<file path="src/hw/dpsr_pkg.sv">
// Constants shared by the DPLL status and rate pin block.
// Assumes a single 20 MHz master clock drives all of the logic.
package dpsr_pkg;
    // Master clock rate and period.
    localparam int unsigned CLK_HZ        = 20000000;
    localparam int unsigned CLK_PERIOD_NS = 1000000000 / CLK_HZ;
    // Measurement window, as a time and as a count of master cycles.
    localparam int unsigned WINDOW_MS     = 1000;
    localparam int unsigned WINDOW_CYCLES = (CLK_HZ / 1000) * WINDOW_MS;
    // Out-of-range limit in parts per million.
    localparam int unsigned OOR_PPM       = 12;
    // Nominal high-rate clock frequencies in kHz.
    localparam int unsigned E3_KHZ        = 34368;
    localparam int unsigned DS3_KHZ       = 44736;
    // Quarter-rate option divides the nominal rate by this.
    localparam int unsigned QUARTER_DIV   = 4;
    // Synthesiser word scale: word = f_khz * 2^24 / clock in kHz.
    localparam int unsigned SYN_SHIFT     = 24;
    localparam logic [31:0] SYN_E3_WORD   = 32'((64'(E3_KHZ) << SYN_SHIFT)
                                                / (CLK_HZ / 1000));
    localparam logic [31:0] SYN_DS3_WORD  = 32'((64'(DS3_KHZ) << SYN_SHIFT)
                                                / (CLK_HZ / 1000));
    // Reference input frequencies in Hz, by frequency select code.
    localparam int unsigned REF_HZ_0      = 8000;
    localparam int unsigned REF_HZ_1      = 1544000;
    localparam int unsigned REF_HZ_2      = 2048000;
    localparam int unsigned REF_HZ_3      = 19440000;
    // Register byte offsets.
    localparam logic [3:0]  REG_CTRL      = 4'h0;
    localparam logic [3:0]  REG_STATUS    = 4'h4;
    localparam logic [3:0]  REG_IRQ_STAT  = 4'h8;
    localparam logic [3:0]  REG_IRQ_MASK  = 4'hC;
    // Control register fields.
    localparam int unsigned CTRL_DS3      = 0;
    localparam int unsigned CTRL_FULL     = 1;
    localparam int unsigned CTRL_FAST     = 2;
    localparam int unsigned CTRL_SEC      = 3;
    localparam int unsigned CTRL_FREQ_LO  = 4;
    localparam logic [5:0]  CTRL_RESET    = 6'h02;
    // Status register fields.
    localparam int unsigned STAT_HOLD     = 0;
    localparam int unsigned STAT_LOCK     = 1;
    localparam int unsigned STAT_OOR      = 2;
    localparam int unsigned STAT_MODE_LO  = 4;
    // Interrupt event bits.
    localparam int unsigned IRQ_NUM       = 4;
    localparam int unsigned IRQ_HOLD      = 0;
    localparam int unsigned IRQ_LOCK_ON   = 1;
    localparam int unsigned IRQ_LOCK_OFF  = 2;
    localparam int unsigned IRQ_OOR       = 3;
    localparam logic [3:0]  IRQ_MASK_RST  = 4'h0;
    // Operating modes of the control state machine.
    typedef enum logic [2:0] {
        FREERUN,
        PRI_NORMAL,
        PRI_HOLD,
        SEC_NORMAL,
        SEC_HOLD
    } dpsr_mode_t;
endpackage

</file>
<file path="src/hw/dpsr_top.sv">
// DPLL status and rate pin block: mode control, indicators, rate word,
// secondary reference monitor and a classic Wishbone register slave.
// Assumes every input is synchronous to clk_i and the loop lives outside.
`timescale 1ns/10ps
`default_nettype none
module dpsr_top #(
    parameter int unsigned WINDOW_CYCLES = dpsr_pkg::WINDOW_CYCLES
) (
    input  wire logic        clk_i,                  // Master clock.
    input  wire logic        rst_i,                  // Synchronous reset.
    input  wire logic        pin_control_select_i,   // High: pin mode.
    input  wire logic        ds3_select_pin_i,       // Pin: DS3 rate.
    input  wire logic        high_rate_output_select_i, // Pin: full rate.
    input  wire logic        fast_acquire_req_i,     // Pin: fast lock.
    input  wire logic        ref_select_sec_pin_i,   // Pin: secondary ref.
    input  wire logic [1:0]  ref_freq_select_pin_i,  // Pin: ref frequency.
    input  wire logic        phase_continuity_ctrl_i, // Continuity control.
    input  wire logic        frame_pulse_8k_i,       // 8 kHz frame pulse.
    input  wire logic        ref_fail_i,             // Selected ref impaired.
    input  wire logic        loop_freq_locked_i,     // Loop in frequency lock.
    input  wire logic        sec_ref_tick_i,         // One per sec ref cycle.
    input  wire logic        wb_cyc_i,               // Wishbone cycle.
    input  wire logic        wb_stb_i,               // Wishbone strobe.
    input  wire logic        wb_we_i,                // Wishbone write.
    input  wire logic [3:0]  wb_adr_i,               // Byte address.
    input  wire logic [3:0]  wb_sel_i,               // Byte enables.
    input  wire logic [31:0] wb_dat_i,               // Write data.
    output logic      [31:0] wb_dat_o,               // Read data.
    output logic             wb_ack_o,               // Acknowledge.
    output logic             holdover_o,             // Holdover indicator.
    output logic             lock_o,                 // Lock indicator.
    output logic             secondary_ref_out_of_range_o, // Sec ref OOR.
    output logic             fast_lock_o,            // Fast loop gain.
    output logic             phase_realign_o,        // Realign pulse.
    output logic [31:0]      e3_ds3_clock_word_o,    // Synthesiser word.
    output logic             irq_o                   // Level interrupt.
);

    // Control, mask and sticky interrupt state.
    logic [5:0]                ctrl_r;               // Microport controls.
    logic [3:0]                irq_stat_r;           // Sticky events.
    logic [3:0]                irq_mask_r;           // Interrupt enables.
    logic                      ack_r;                // Bus acknowledge.
    logic [31:0]               rdata_r;              // Registered read data.
    dpsr_pkg::dpsr_mode_t      mode_r;               // Operating mode.
    dpsr_pkg::dpsr_mode_t      mode_nxt;             // Next mode.
    logic                      frame_prev_r;         // Frame pulse delay.
    logic                      pcc_r;                // Sampled continuity.
    logic                      lock_prev_r;          // Lock one cycle ago.
    logic [31:0]               win_cnt_r;            // Window position.
    logic [31:0]               tick_cnt_r;           // Ticks this window.
    logic                      oor_prev_r;           // Flag one cycle ago.
    logic                      hold_prev_r;          // Holdover one cycle ago.

    // Effective controls: pins in pin mode, register bits otherwise.
    logic                      eff_ds3;
    logic                      eff_full;
    logic                      eff_fast;
    logic                      eff_sec;
    logic [1:0]                eff_freq;
    logic                      frame_rise;
    logic                      win_end;
    logic                      bus_req;
    logic                      wr_en;
    logic [3:0]                irq_set;
    logic [3:0]                irq_clr;
    logic [31:0]               nominal;
    logic [31:0]               limit;
    logic [31:0]               deviation;
    logic [31:0]               cnt_fin;              // Ticks incl. last cycle.
    logic                      pcc_now;              // Continuity in force.

    // The board ties the select pin, so it is used without filtering.
    assign eff_ds3  = pin_control_select_i ? ds3_select_pin_i
                                           : ctrl_r[dpsr_pkg::CTRL_DS3];
    assign eff_full = pin_control_select_i ? high_rate_output_select_i
                                           : ctrl_r[dpsr_pkg::CTRL_FULL];
    // The fast request pin has no path at all in microport mode.
    assign eff_fast = pin_control_select_i ? fast_acquire_req_i
                                           : ctrl_r[dpsr_pkg::CTRL_FAST];
    assign eff_sec  = pin_control_select_i ? ref_select_sec_pin_i
                                           : ctrl_r[dpsr_pkg::CTRL_SEC];
    assign eff_freq = pin_control_select_i ? ref_freq_select_pin_i
                    : ctrl_r[dpsr_pkg::CTRL_FREQ_LO +: 2];

    // A bus access counts only while both cycle and strobe are high.
    assign bus_req = wb_cyc_i && wb_stb_i && !ack_r;
    assign wr_en   = bus_req && wb_we_i;

    // Rising edge of the frame pulse.
    assign frame_rise = frame_pulse_8k_i && !frame_prev_r;

    // Frame pulse delay for edge detection.
    always_ff @(posedge clk_i) begin
        if (rst_i) begin
            frame_prev_r <= 1'b0;
        end else begin
            frame_prev_r <= frame_pulse_8k_i;
        end
    end

    // Continuity control is caught only at the frame pulse rise, so the
    // board must hold it steady around that edge.
    always_ff @(posedge clk_i) begin
        if (rst_i) begin
            pcc_r <= 1'b0;
        end else if (frame_rise) begin
            pcc_r <= phase_continuity_ctrl_i;
        end
    end

    // Mode transitions; primary holdover exits wait for a frame pulse rise so that
    // the continuity level used is the one just sampled.
    always_comb begin
        mode_nxt = mode_r;
        case (mode_r)
            dpsr_pkg::FREERUN: begin
                if (!ref_fail_i) begin
                    mode_nxt = eff_sec ? dpsr_pkg::SEC_NORMAL
                                       : dpsr_pkg::PRI_NORMAL;
                end
            end
            dpsr_pkg::PRI_NORMAL: begin
                if (ref_fail_i) begin
                    mode_nxt = dpsr_pkg::PRI_HOLD;
                end else if (eff_sec) begin
                    mode_nxt = dpsr_pkg::SEC_NORMAL;
                end
            end
            dpsr_pkg::SEC_NORMAL: begin
                if (ref_fail_i) begin
                    mode_nxt = dpsr_pkg::SEC_HOLD;
                end else if (!eff_sec) begin
                    mode_nxt = dpsr_pkg::PRI_NORMAL;
                end
            end
            dpsr_pkg::PRI_HOLD: begin
                if (!ref_fail_i && frame_rise) begin
                    mode_nxt = eff_sec ? dpsr_pkg::SEC_NORMAL
                                       : dpsr_pkg::PRI_NORMAL;
                end
            end
            dpsr_pkg::SEC_HOLD: begin
                if (!ref_fail_i) begin
                    mode_nxt = dpsr_pkg::SEC_NORMAL;
                end
            end
            default: begin
                mode_nxt = dpsr_pkg::FREERUN;
            end
        endcase
    end

    // Mode register.
    always_ff @(posedge clk_i) begin
        if (rst_i) begin
            mode_r <= dpsr_pkg::FREERUN;
        end else begin
            mode_r <= mode_nxt;
        end
    end

    // The exit edge is itself a frame rise, so the level being sampled at
    // that edge decides; the held copy would be one frame stale.
    assign pcc_now = frame_rise ? phase_continuity_ctrl_i : pcc_r;

    // Leaving primary holdover with continuity low realigns the output
    // phase; with it high the phase is carried over unchanged.
    always_ff @(posedge clk_i) begin
        if (rst_i) begin
            phase_realign_o <= 1'b0;
        end else begin
            phase_realign_o <= (mode_r == dpsr_pkg::PRI_HOLD)
                            && (mode_nxt != dpsr_pkg::PRI_HOLD) && !pcc_now;
        end
    end

    // Indicators are plain flip-flops so the pins never glitch.
    always_ff @(posedge clk_i) begin
        if (rst_i) begin
            holdover_o  <= 1'b0;
            lock_o      <= 1'b0;
            fast_lock_o <= 1'b0;
            lock_prev_r <= 1'b0;
        end else begin
            // High in either holdover mode, low otherwise.
            holdover_o  <= (mode_nxt == dpsr_pkg::PRI_HOLD)
                        || (mode_nxt == dpsr_pkg::SEC_HOLD);
            // Lock means frequency lock to a reference in normal mode.
            lock_o      <= loop_freq_locked_i
                        && ((mode_nxt == dpsr_pkg::PRI_NORMAL)
                        ||  (mode_nxt == dpsr_pkg::SEC_NORMAL));
            // Fast gain trades wander for a shorter acquisition.
            fast_lock_o <= eff_fast;
            lock_prev_r <= lock_o;
        end
    end

    // Synthesiser word for the high-rate clock; the quarter option
    // divides the word, which a real output divider would mirror.
    always_ff @(posedge clk_i) begin
        if (rst_i) begin
            e3_ds3_clock_word_o <= 32'h0;
        end else if (eff_full) begin
            e3_ds3_clock_word_o <= eff_ds3 ? dpsr_pkg::SYN_DS3_WORD
                                           : dpsr_pkg::SYN_E3_WORD;
        end else begin
            // Select low: one quarter of the nominal rate.
            e3_ds3_clock_word_o <= (eff_ds3 ? dpsr_pkg::SYN_DS3_WORD
                                            : dpsr_pkg::SYN_E3_WORD)
                                 / dpsr_pkg::QUARTER_DIV;
        end
    end

    // Expected ticks per window and the 12 ppm allowance; the nominal
    // scales with the window so a short window still reads correctly.
    always_comb begin
        case (eff_freq)
            2'h0:    nominal = 32'((64'(dpsr_pkg::REF_HZ_0) * WINDOW_CYCLES)
                                   / dpsr_pkg::CLK_HZ);
            2'h1:    nominal = 32'((64'(dpsr_pkg::REF_HZ_1) * WINDOW_CYCLES)
                                   / dpsr_pkg::CLK_HZ);
            2'h2:    nominal = 32'((64'(dpsr_pkg::REF_HZ_2) * WINDOW_CYCLES)
                                   / dpsr_pkg::CLK_HZ);
            default: nominal = 32'((64'(dpsr_pkg::REF_HZ_3) * WINDOW_CYCLES)
                                   / dpsr_pkg::CLK_HZ);
        endcase
        limit     = 32'((64'(nominal) * dpsr_pkg::OOR_PPM) / 1000000);
        // A tick on the closing cycle still belongs to this window.
        cnt_fin   = tick_cnt_r + 32'(sec_ref_tick_i);
        deviation = (cnt_fin > nominal) ? cnt_fin - nominal
                                        : nominal - cnt_fin;
    end

    // Window counter runs from the master clock alone.
    assign win_end = (win_cnt_r == 32'(WINDOW_CYCLES - 1));

    always_ff @(posedge clk_i) begin
        if (rst_i || win_end) begin
            win_cnt_r <= 32'h0;
        end else begin
            win_cnt_r <= win_cnt_r + 32'h1;
        end
    end

    // Tick count restarts every window; a tick on the last cycle is kept
    // in the closing window.
    always_ff @(posedge clk_i) begin
        if (rst_i || win_end) begin
            tick_cnt_r <= 32'h0;
        end else if (sec_ref_tick_i) begin
            tick_cnt_r <= tick_cnt_r + 32'h1;
        end
    end

    // The flag changes only at a window end.
    always_ff @(posedge clk_i) begin
        if (rst_i) begin
            secondary_ref_out_of_range_o <= 1'b0;
            oor_prev_r                   <= 1'b0;
        end else begin
            oor_prev_r <= secondary_ref_out_of_range_o;
            if (win_end) begin
                secondary_ref_out_of_range_o <= (deviation > limit);
            end
        end
    end

    // Events; a set in the same cycle as a clear wins.
    assign irq_set[dpsr_pkg::IRQ_HOLD]     = holdover_o && !hold_prev_r;
    assign irq_set[dpsr_pkg::IRQ_LOCK_ON]  = lock_o && !lock_prev_r;
    assign irq_set[dpsr_pkg::IRQ_LOCK_OFF] = !lock_o && lock_prev_r;
    assign irq_set[dpsr_pkg::IRQ_OOR]      = secondary_ref_out_of_range_o
                                           && !oor_prev_r;
    assign irq_clr = (wr_en && (wb_adr_i == dpsr_pkg::REG_IRQ_STAT)
                     && wb_sel_i[0]) ? wb_dat_i[3:0] : 4'h0;

    // Holdover one cycle ago, kept apart for the event edge.
    always_ff @(posedge clk_i) begin
        if (rst_i) begin
            hold_prev_r <= 1'b0;
        end else begin
            hold_prev_r <= holdover_o;
        end
    end

    // Sticky status, cleared by writing ones.
    always_ff @(posedge clk_i) begin
        if (rst_i) begin
            irq_stat_r <= 4'h0;
        end else begin
            irq_stat_r <= (irq_stat_r & ~irq_clr) | irq_set;
        end
    end

    // Level interrupt from unmasked sticky bits.
    assign irq_o = |(irq_stat_r & irq_mask_r);

    // Control and mask writes, low byte lane only.
    always_ff @(posedge clk_i) begin
        if (rst_i) begin
            ctrl_r     <= dpsr_pkg::CTRL_RESET;
            irq_mask_r <= dpsr_pkg::IRQ_MASK_RST;
        end else if (wr_en && wb_sel_i[0]) begin
            if (wb_adr_i == dpsr_pkg::REG_CTRL) begin
                ctrl_r <= wb_dat_i[5:0];
            end
            if (wb_adr_i == dpsr_pkg::REG_IRQ_MASK) begin
                irq_mask_r <= wb_dat_i[3:0];
            end
        end
    end

    // Acknowledge one cycle after the request; without a cycle the slave
    // stays idle and drives zero data.
    always_ff @(posedge clk_i) begin
        if (rst_i || !wb_cyc_i) begin
            ack_r   <= 1'b0;
            rdata_r <= 32'h0;
        end else begin
            ack_r   <= bus_req;
            rdata_r <= 32'h0;
            if (bus_req && !wb_we_i) begin
                case (wb_adr_i)
                    dpsr_pkg::REG_CTRL:     rdata_r <= {26'h0, ctrl_r};
                    dpsr_pkg::REG_STATUS:   rdata_r <= {25'h0, mode_r, 1'b0,
                        secondary_ref_out_of_range_o, lock_o, holdover_o};
                    dpsr_pkg::REG_IRQ_STAT: rdata_r <= {28'h0, irq_stat_r};
                    dpsr_pkg::REG_IRQ_MASK: rdata_r <= {28'h0, irq_mask_r};
                    default:                rdata_r <= 32'h0;
                endcase
            end
        end
    end

    assign wb_ack_o = ack_r;
    assign wb_dat_o = rdata_r;
endmodule
`default_nettype wire

</file>
<file path="config.mk">
export PLATFORM = sky130hd
export DESIGN_NAME = dpsr_top
export DESIGN_NICKNAME = d
export VERILOG_FILES = /design/src/hw/dpsr_pkg.sv /design/src/hw/dpsr_top.sv
export SDC_FILE = /design/constraint.sdc
export NUM_CORES = 1
export LEC_CHECK = 0
export BUFFER_PORTS_ARGS = -buffer_cell sky130_fd_sc_hd__buf_4
export CORE_ASPECT_RATIO = 0.8
export CORE_MARGIN = 2
export CORE_UTILIZATION = 52
export CTS_CLUSTER_SIZE = 28
export DETAILED_ROUTE_END_ITERATION = 8
export PLACE_DENSITY = 0.74
export SLEW_MARGIN = 10
export SYNTH_ARGS = -nofsm -noshare
export SYNTH_HDL_FRONTEND = slang
export SYNTH_SLANG_ARGS = --single-unit
</file>
<file path="constraint.sdc">
create_clock -name clk_i -period 7.9 [get_ports clk_i]
set_clock_uncertainty 0.2 [all_clocks]
set_input_delay 0 -clock clk_i [delete_from_list [all_inputs] [get_ports clk_i]]
set_output_delay 0 -clock clk_i [all_outputs]
set_load 0.01 [all_outputs]
</file>
* Yosys cells after proc, flatten, opt, wreduce, memory -nomap -nowiden
Index checks and enable logic that the tools add are counted.
** Word-level totals
- Bits in registers :: 156
- Bits of input ports :: 57
- Word-level logic and storage cells :: 109
** Cells by class
- Add/subtract/negate cells :: 5
- Multipliers :: 1
- Div/mod/pow operators :: 1
- Magnitude comparators :: 2
- Eq/ne operators :: 15
- Mux-type cells :: 21
- Bitwise operators :: 6
- Reduce and logical (&&, ||, !) cells :: 38
** Operator list (count)
- case mux 25 bit (3 select lines) :: 1
- adder 32 x 1 -> 32 bit (second input constant) :: 2
- divider 36 x 20 -> 64 bit (second input constant) :: 1
- greater-than comparator 32 bit :: 2
- subtractor 32 bit :: 2
- two-way mux 26 bit :: 2
- multiplier 32 x 2 -> 34 bit (second input constant) :: 1
- adder 32 x 1 -> 32 bit :: 1
- == test 32 x 25 -> 1 bit (second input constant) :: 1
- two-way mux 32 bit :: 1
- case mux 7 bit (4 select lines) :: 1
- two-way mux 3 bit :: 7
- logical AND 1 bit :: 16
- case mux 3 bit (5 select lines) :: 1
- == test 3 x 2 -> 1 bit (second input constant) :: 4
- logical NOT 1 bit :: 10
- bitwise AND 4 bit :: 2
- == test 4 bit (second input constant) :: 2
- == test 3 x 1 -> 1 bit (second input constant) :: 2
- == test 3 bit (second input constant) :: 2
- two-way mux 1 bit :: 5
- == test 4 x 3 -> 1 bit (second input constant) :: 1
- logical NOT 4 bit :: 1
- logical OR 1 bit :: 4
- 13 further kinds :: 17

* Longest topological paths before layout
Gate-level depths: netlist (run 1).
- Word-level depth :: 9
- Mapped depth :: 30

* Worst setup path before layout (run 1)
Ideal clock, no wire load.
- Kind :: reg-to-reg
- Start point :: register tick_cnt_r[0]
- End point :: register secondary_ref_out_of_range_o
- Setup time :: 0.132 ns
- Arrival time :: 5.527 ns
- Required time :: 7.568 ns
- Path slack :: 2.042 ns
- Cell stages (with the launch flop) :: 28
- Path buffers :: 2
- Period minus slack after synthesis :: 5.858 ns
- Cells stage by stage :: dfxtp_1 -> ha_1 -> ha_1 -> clkbuf_1 -> nand4_1 -> nor4_2 -> and2_1 -> nand3_1 -> xnor2_1 -> ha_1 -> clkbuf_1 -> or2_2 -> a21oi_1 -> a31o_2 -> nand3_1 -> a21o_1 -> o21ai_2 -> a21oi_2 -> a311oi_2 -> xor2_1 -> ha_1 -> a21oi_1 -> o21ai_0 -> a31oi_1 -> o21bai_1 -> a211o_1 -> a2111oi_2 -> a31oi_1
** On the way
- Word-level cells in the longest chain between the ends :: 4
** Ends and longest elaborated chain
- start: declaration :: line dpsr_top.sv:51 : logic [31:0] tick_cnt_r;
- start signal: assignment :: line dpsr_top.sv:252 : tick_cnt_r <= tick_cnt_r + 32'h1;
- adder 32 x 1 -> 32 bit (*) :: line dpsr_top.sv:230 : cnt_fin = tick_cnt_r + 32'(sec_ref_tick_i);
- subtractor 32 bit, or another cell as far along :: line dpsr_top.sv:232 : : nominal - cnt_fin;
- two-way mux 32 bit (*) :: line dpsr_top.sv:231 : deviation = (cnt_fin > nominal) ? cnt_fin - nominal
- greater-than comparator 32 bit (*) :: line dpsr_top.sv:264 : secondary_ref_out_of_range_o <= (deviation > limit);
- end signal: assignment :: line dpsr_top.sv:264
- end: declaration :: line dpsr_top.sv:32 : output logic secondary_ref_out_of_range_o,
Mark *: on every way between the ends. The rest lies on a longest branch, timed or not.
A chain may end at the register's enable or synchronous reset.

* Worst setup path after layout (run 1)
- Start point :: register tick_cnt_r[3]
- End point :: register secondary_ref_out_of_range_o
Same word-level chain as after synthesis.

==> results of run 1 <==
through the flow:
stage	cell area, um^2	total power (W)	util [%]	hold WS, ns	worst slack, ns
3_3_place_gp	8890	0.000844	56.1	0.0263	1.10
6_report	9900	0.00166	62.5	0.0265	0.861
2_1_floorplan	8580	0.000794	-	-0.102	2.04
5_1_grt	9900	0.00172	62.5	0.0609	0.329
3_5_place_dp	8890	0.000847	56.1	0.0421	0.955
4_1_cts	9900	0.00166	62.5	0.00548	0.938
area by class of cell:
cell class,count,area [um^2]
Fill cell,1305,5950
Multi-Input combinational cell,836,5590
Timing Repair Buffer,114,953
Tap cell,215,269
Clock inverter,15,198
Inverter,55,206
Sequential cell,113,2260
Clock buffer,17,425
power breakdown:
part           leakage [nW]  internal, W  switching (W)
clock network         0.299     0.000506       0.000296
registers             0.917     0.000581     0.00000925
logic                  2.92     0.000116       0.000148
path summary, 6_finish.rpt:
path / start / slack (ns) / end / cells after the start
setup reg to reg: tick_cnt_r[3] / 0.86 / secondary_ref_out_of_range_o / 24
setup / recovery: tick_cnt_r[3] / 0.86 / secondary_ref_out_of_range_o / 24
hold / removal: pin_control_select_i / 0.03 / e3_ds3_clock_word_o[25] / 3
hold reg to reg: win_cnt_r[0] / 0.28 / win_cnt_r[0] / 1
sequential cells by signal, indices dropped and copies added, names as in the netlist, 3 cells and up:
| signal | cells |
|---|---|
| irq_mask_r | 4 |
| tick_cnt_r | 32 |
| win_cnt_r | 32 |
| mode_r | 3 |
| wb_dat_o | 7 |
| irq_stat_r | 4 |
| ctrl_r | 6 |
| e3_ds3_clock_word_o | 14 |
logic make-up (layout without fill, tap and decap cells):
| logic type | count (synthesis) | in the layout |
|---|---|---|
| compound gates | 173 | 173 |
| xor+xnor | 123 | 123 |
| fa+ha+maj | 60 | 60 |
| buf+inv | 146 | 201 |
| flops | 113 | 113 |
| mux | 28 | 28 |
| other cells | 1 | 31 |
| simple gates | 421 | 421 |
critical path, delay by kind of cell, from the launching register on:
family / cells / cell delay, ns
xor+xnor: 1 / 0.32
fa+ha+maj: 2 / 0.71
simple gates: 6 / 1.46
flops: 1 / 0.70
compound gates: 15 / 3.51
metal layers:
metal,wire length [um],vias up,GRT usage (%),share of wire [%]
met1,10300,3646,35.8,47
met4,205,0,5.95,0.93
li1,-,3809,-,-
met2,9640,287,38.1,44
met5,0,-,0,0
met3,1840,25,5.58,8.3
cells in the mapped netlist, drive strengths merged, types with 4 or more instances:
| library cell | number | area [um^2] |
|---|---|---|
| a22oi | 4 | 30.0 |
| or4 | 6 | 48.8 |
| o21ai | 28 | 144 |
| nand4 | 36 | 231 |
| inv | 55 | 206 |
| nand3 | 43 | 228 |
| nor4b | 6 | 58.8 |
| o211ai | 4 | 43.8 |
| a21o | 14 | 105 |
| and2 | 6 | 37.5 |
| o21bai | 4 | 30.0 |
| nand3b | 4 | 30.0 |
| a31o | 5 | 43.8 |
| nor2 | 136 | 510 |
| ha | 59 | 738 |
| dfxtp | 113 | 2260 |
| xor2 | 67 | 587 |
| nand2 | 76 | 285 |
| a311oi | 4 | 41.3 |
| o31ai | 4 | 30.0 |
| or2 | 8 | 50.1 |
| nor4 | 14 | 109 |
| or3 | 7 | 43.8 |
| buf | 58 | 397 |
| a21oi | 50 | 254 |
| and3 | 18 | 113 |
| o21a | 6 | 45.0 |
| a31oi | 13 | 81.3 |
| nor3 | 26 | 135 |
| mux2 | 4 | 45.0 |
| mux2i | 21 | 210 |
| a211oi | 4 | 30.0 |
| nor2b | 18 | 113 |
| and4 | 6 | 52.6 |
| clkbuf | 33 | 124 |
| nand2b | 5 | 31.3 |
| xnor2 | 56 | 490 |
repair_timing:
item                                   4_1_cts  5_1_grt
resized for setup                            0        0
buffers inserted                             0        0
hold buffers                                39        0
endpoints found under the hold margin       56        0
==> flow_summary.toml, run 1 <==
[worst_setup_path]
worst_path_class_setup = "flip-flop to flip-flop"
setup.worst_path.end_class = "flip-flop"
crit_path_top_delay_cell = "dfxtp_1"
worst_ep_arrival_time_ns = 7.12
cp_slowest_stage_delay_ns = 0.70
critical_path.max_fanout = 16
path_cells = "nand3_4, or4_1, xnor2_1, ha_1, a21oi_1, o21ai_0, a311oi_1, a31o_2, nand3_1, a21o_1, o21ai_2, nand2_1, o21ai_1, ha_1, nor2b_1, o21ai_0, nand2b_1, a21oi_1, o21ai_0, a31oi_1, o21bai_1, a211o_1, a2111oi_2, a31oi_1"
cp_data_required_time_ns = 7.98
critical_path.startpoint_type = "flip-flop"
cpMostUsedCell = "o21ai_0"

[synthesis]
avg_inst_size_synth_um2 = 7.95
largest_family_of_logic_cells_by_synthesized_area = "simple AND/OR/NAND/NOR gates"
synth_seq_cells = 113
synthAdderAreaFrac_pct = 8.96
synth_sequential_area_ratio_pct = 26.7
synth_edf_count = 0
post_synth_xor_area_fraction_pct = 12.7
number_of_library_cell_types_mapped_by_synthesis = 79
share_of_flip_flops_with_an_asynchronous_set_or_reset_after_synthesis_pct = 0
yosys-mux-area-fraction_pct = 3.81
post_synth_and_or_nand_nor_area_fraction_pct = 25.1
syn_inst = 1065
yosys_synthesis_warning_count = 0
synth_area_in_compound_gates_pct = 14.0
postSynth.topFlopCell = "dfxtp_1"
syn_area_mm2 = 0.00846

[timing]
timing.final.max_slew_violations = 0
rsz0062_at_grt = "false"
min_period_over_period_pct = 89.1
setup_total_negative_slack_ns = 0
number_of_hold_slack_violations_in_the_final_timing_report = 0
timing.final.crit_period_ns = 7.04
worstMarginPinSlew_ns = 1.14
achievable-frequency_mhz = 142
slew-limit-headroom_pct = 23.7
final-setup-viol-count = 0

[floorplanning]
placeableCoreArea_mm2 = 0.0159
num_io_pins = 128
initial_utilization_pct = 53.4
row_count = 41
fp.dieArea_mm2 = 0.0173
die_width_um = 147
dieHeight_um = 118

[cts]
number_of_cts_inserted_buffers = 17
cts.root.buffer_cell = "clkbuf_16"
clk_pin_slew_ns = 0.06
clock_path_buffers = 2
cts_num_sinks = 113
clock_latency_ns = 0.41
cts_tree = "built"
depth_of_the_cts_h_tree = 4

[grt]
antenna_found_initial = 0
grt_remaining_overflow = 0
number_of_global_route_vias_before_repair = 7020
grt_pass1_wl_um = 35700
grt_max_degree = 64
track_usage_pct = 25.0

[placed_design]
gp_routability_congestion = 0.991
dp.cells = 1294
io_buffers = 67
place_hpwl_um = 15800

[route]
dr.pass1.iters = 5
drt-initial-drc-count = 604
vias_per_cell = 5.69
antenna_violating_nets_post_route = 0
wirelength_routed_um = 22000
average_detailed_routed_wire_length_per_instance_um = 16.1
drt_drc_violations_left = 0
vias = 7767

[job]
max_cap_violations = 0

[final_layout]
fin_nets = 1254
antenna_cells = 0
drive_gt1_share_pct = 12.3
layoutNonFillerInstCount = 1365
layout.cells.most_common = "nor2_1"
layout.cells.most_common_list = "136 x nor2_1, 113 x dfxtp_1, 76 x nand2_1"
synthToLayoutAreaGrowth_pct = 17.0

[pwr]
power.ir.vdd_worst_mv = 0.164
power_leakage_nw = 4.13
p_per_area_mw_per_mm2 = 167

[min_path]
timing.hold.worst.class = "input port to flip-flop"

[status]
outcome = "finished clean"
Power figures use the tool's default switching activity.
==> run 2: changes to the inputs <==
clock period = 8.4 ns   (was 7.9 ns; I/O delays follow)
==> flow_summary.toml, run 2 (same netlist as run 1, synthesis figures left out) <==
[status]
outcome = "finished with violations"
failed_checks = "negative hold slack"

[grt]
antenna_found_initial = 0
grt_pass1_wl_um = 35500
grt_remaining_overflow = 0
grt_max_degree = 64
track_usage_pct = 25.1
number_of_global_route_vias_before_repair = 6933

[final_layout]
layout.cells.most_common = "nor2_1"
fin_nets = 1256
layoutNonFillerInstCount = 1367
drive_gt1_share_pct = 12.2
layout.cells.most_common_list = "136 x nor2_1, 113 x dfxtp_1, 76 x nand2_1"
antenna_cells = 0
synthToLayoutAreaGrowth_pct = 16.7
reg_top3 = "tick_cnt_r x32, win_cnt_r x32, e3_ds3_clock_word_o x14"

[cts]
cts.root.buffer_cell = "clkbuf_16"
number_of_cts_inserted_buffers = 17
cts.hold.buffers_added = 43
cts_num_sinks = 113
clock_latency_ns = 0.41
post-cts-setup-buffer-count = 0
clk_pin_slew_ns = 0.06
depth_of_the_cts_h_tree = 4
clock_path_buffers = 2
cts_tree = "built"
postCtsResizedCells = 0

[route]
average_detailed_routed_wire_length_per_instance_um = 16.0
vias = 7744
antenna_violating_nets_post_route = 0
drt-initial-drc-count = 702
vias_per_cell = 5.66
dr.pass1.iters = 5
drt_drc_violations_left = 0
wirelength_routed_um = 21900

[floorplanning]
dieHeight_um = 118
die_width_um = 147
num_io_pins = 128
placeableCoreArea_mm2 = 0.0159
row_count = 41
fp.dieArea_mm2 = 0.0173
initial_utilization_pct = 53.4

[timing]
final-setup-viol-count = 0
min_period_over_period_pct = 85.7
timing.final.crit_period_ns = 7.20
worstMarginPinSlew_ns = 1.18
slew-limit-headroom_pct = 20.9
setup_total_negative_slack_ns = 0
timing.final.max_slew_violations = 0
achievable-frequency_mhz = 139
rsz0062_at_grt = "false"
final.hold.worst_slack_ns = -0.00113
number_of_hold_slack_violations_in_the_final_timing_report = 1

[worst_setup_path]
worst_path_class_setup = "flip-flop to flip-flop"
cp_slowest_stage_delay_ns = 0.72
critPathTopFamily = "compound AO/OA/AOI/OAI gates"
worstPathBufferInverterCount = 0
worst_ep_arrival_time_ns = 7.29
critical_path.reg2reg.startpoint = "tick_cnt_r[3]"
path_cells = "nand3_4, nor4_4, and3_1, xor2_1, ha_1, a21oi_1, o21ai_0, a311oi_1, a31o_2, nand3_1, a21o_1, o21ai_2, a21oi_2, a311oi_2, xor2_1, ha_1, a21oi_1, o21ai_0, a31oi_1, o21bai_1, a211o_1, a2111oi_2, a31oi_1"
cp_data_required_time_ns = 8.49
worst_setup_path_startpoint = "tick_cnt_r[3]"
setup.worst_path.end_class = "flip-flop"
critical_path.max_fanout = 16
crit_path_top_delay_cell = "dfxtp_1"
critical_path.startpoint_type = "flip-flop"

[placed_design]
io_buffers = 67
gp_routability_congestion = 0.975
dp.cells = 1292
place_hpwl_um = 15200

[min_path]
timing.hold.worst.class = "input port to flip-flop"
timing.hold.worst.start = "pin_control_select_i"

[pwr]
power.ir.vdd_worst_mv = 0.136
p_per_area_mw_per_mm2 = 152
power_leakage_nw = 4.12

[job]
max_cap_violations = 0
-- run 2: cell count changes in the layout (fill, tap and decap cells not counted) --
| cell | change |
|---|---|
| dlygate4sd3_1 | +4 |
| bufinv_16 | -2 |
| clkinv_2 | +1 |
| inv_6 | +2 |
| inv_8 | -1 |
| buf_4 | -2 |
-- run 2: layout make-up --
type                            instances  area [um^2]
Inverter                               55          206
Tap cell                              215          269
Sequential cell                       113         2260
Clock inverter                         15          149
Clock buffer                           17          425
Timing Repair Buffer                  116          978
Fill cell                            1301         5970
Multi-Input combinational cell        836         5590
-- run 2: where the power goes --
| group | switching, W | internal (W) | leakage [nW] |
|---|---|---|---|
| sequential | 0.00000913 | 0.000546 | 0.917 |
| combinational | 0.000140 | 0.000110 | 2.93 |
| clock | 0.000279 | 0.000415 | 0.278 |
-- run 2: path summary, 6_finish.rpt --
path / to / slack (ns) / depth (start not counted)
min: e3_ds3_clock_word_o[25] / -0.001 / 3
min reg2reg: win_cnt_r[0] / 0.28 / 1
max reg2reg: secondary_ref_out_of_range_o / 1.20 / 23
max: secondary_ref_out_of_range_o / 1.20 / 23
-- run 2: routing by layer --
metal	part of all wire, %	vias up	GRT usage, %
met4	1.4	0	6.98
li1	-	3808	-
met2	44	286	37.6
met1	47	3624	36.1
met5	0	-	0
met3	7.6	26	5.43
-- run 2: worst min-delay path: cells and delay by family --
kind | cells | cell delay (ns)
buf+inv | 1 | 0.17
simple gates | 1 | 0.19
mux | 1 | 0.20
-- run 2: metrics by stage --
stage | total power [W] | util (%) | setup WS (ns) | cell area [um^2]
CTS | 0.00150 | 62.3 | 1.38 | 9880
floorplan | 0.000747 | - | 2.54 | 8580
global route | 0.00156 | 62.3 | 0.712 | 9880
finish | 0.00150 | 62.3 | 1.20 | 9880
global placement | 0.000793 | 56.0 | 1.49 | 8870
detailed placement | 0.000796 | 56.0 | 1.39 | 8870
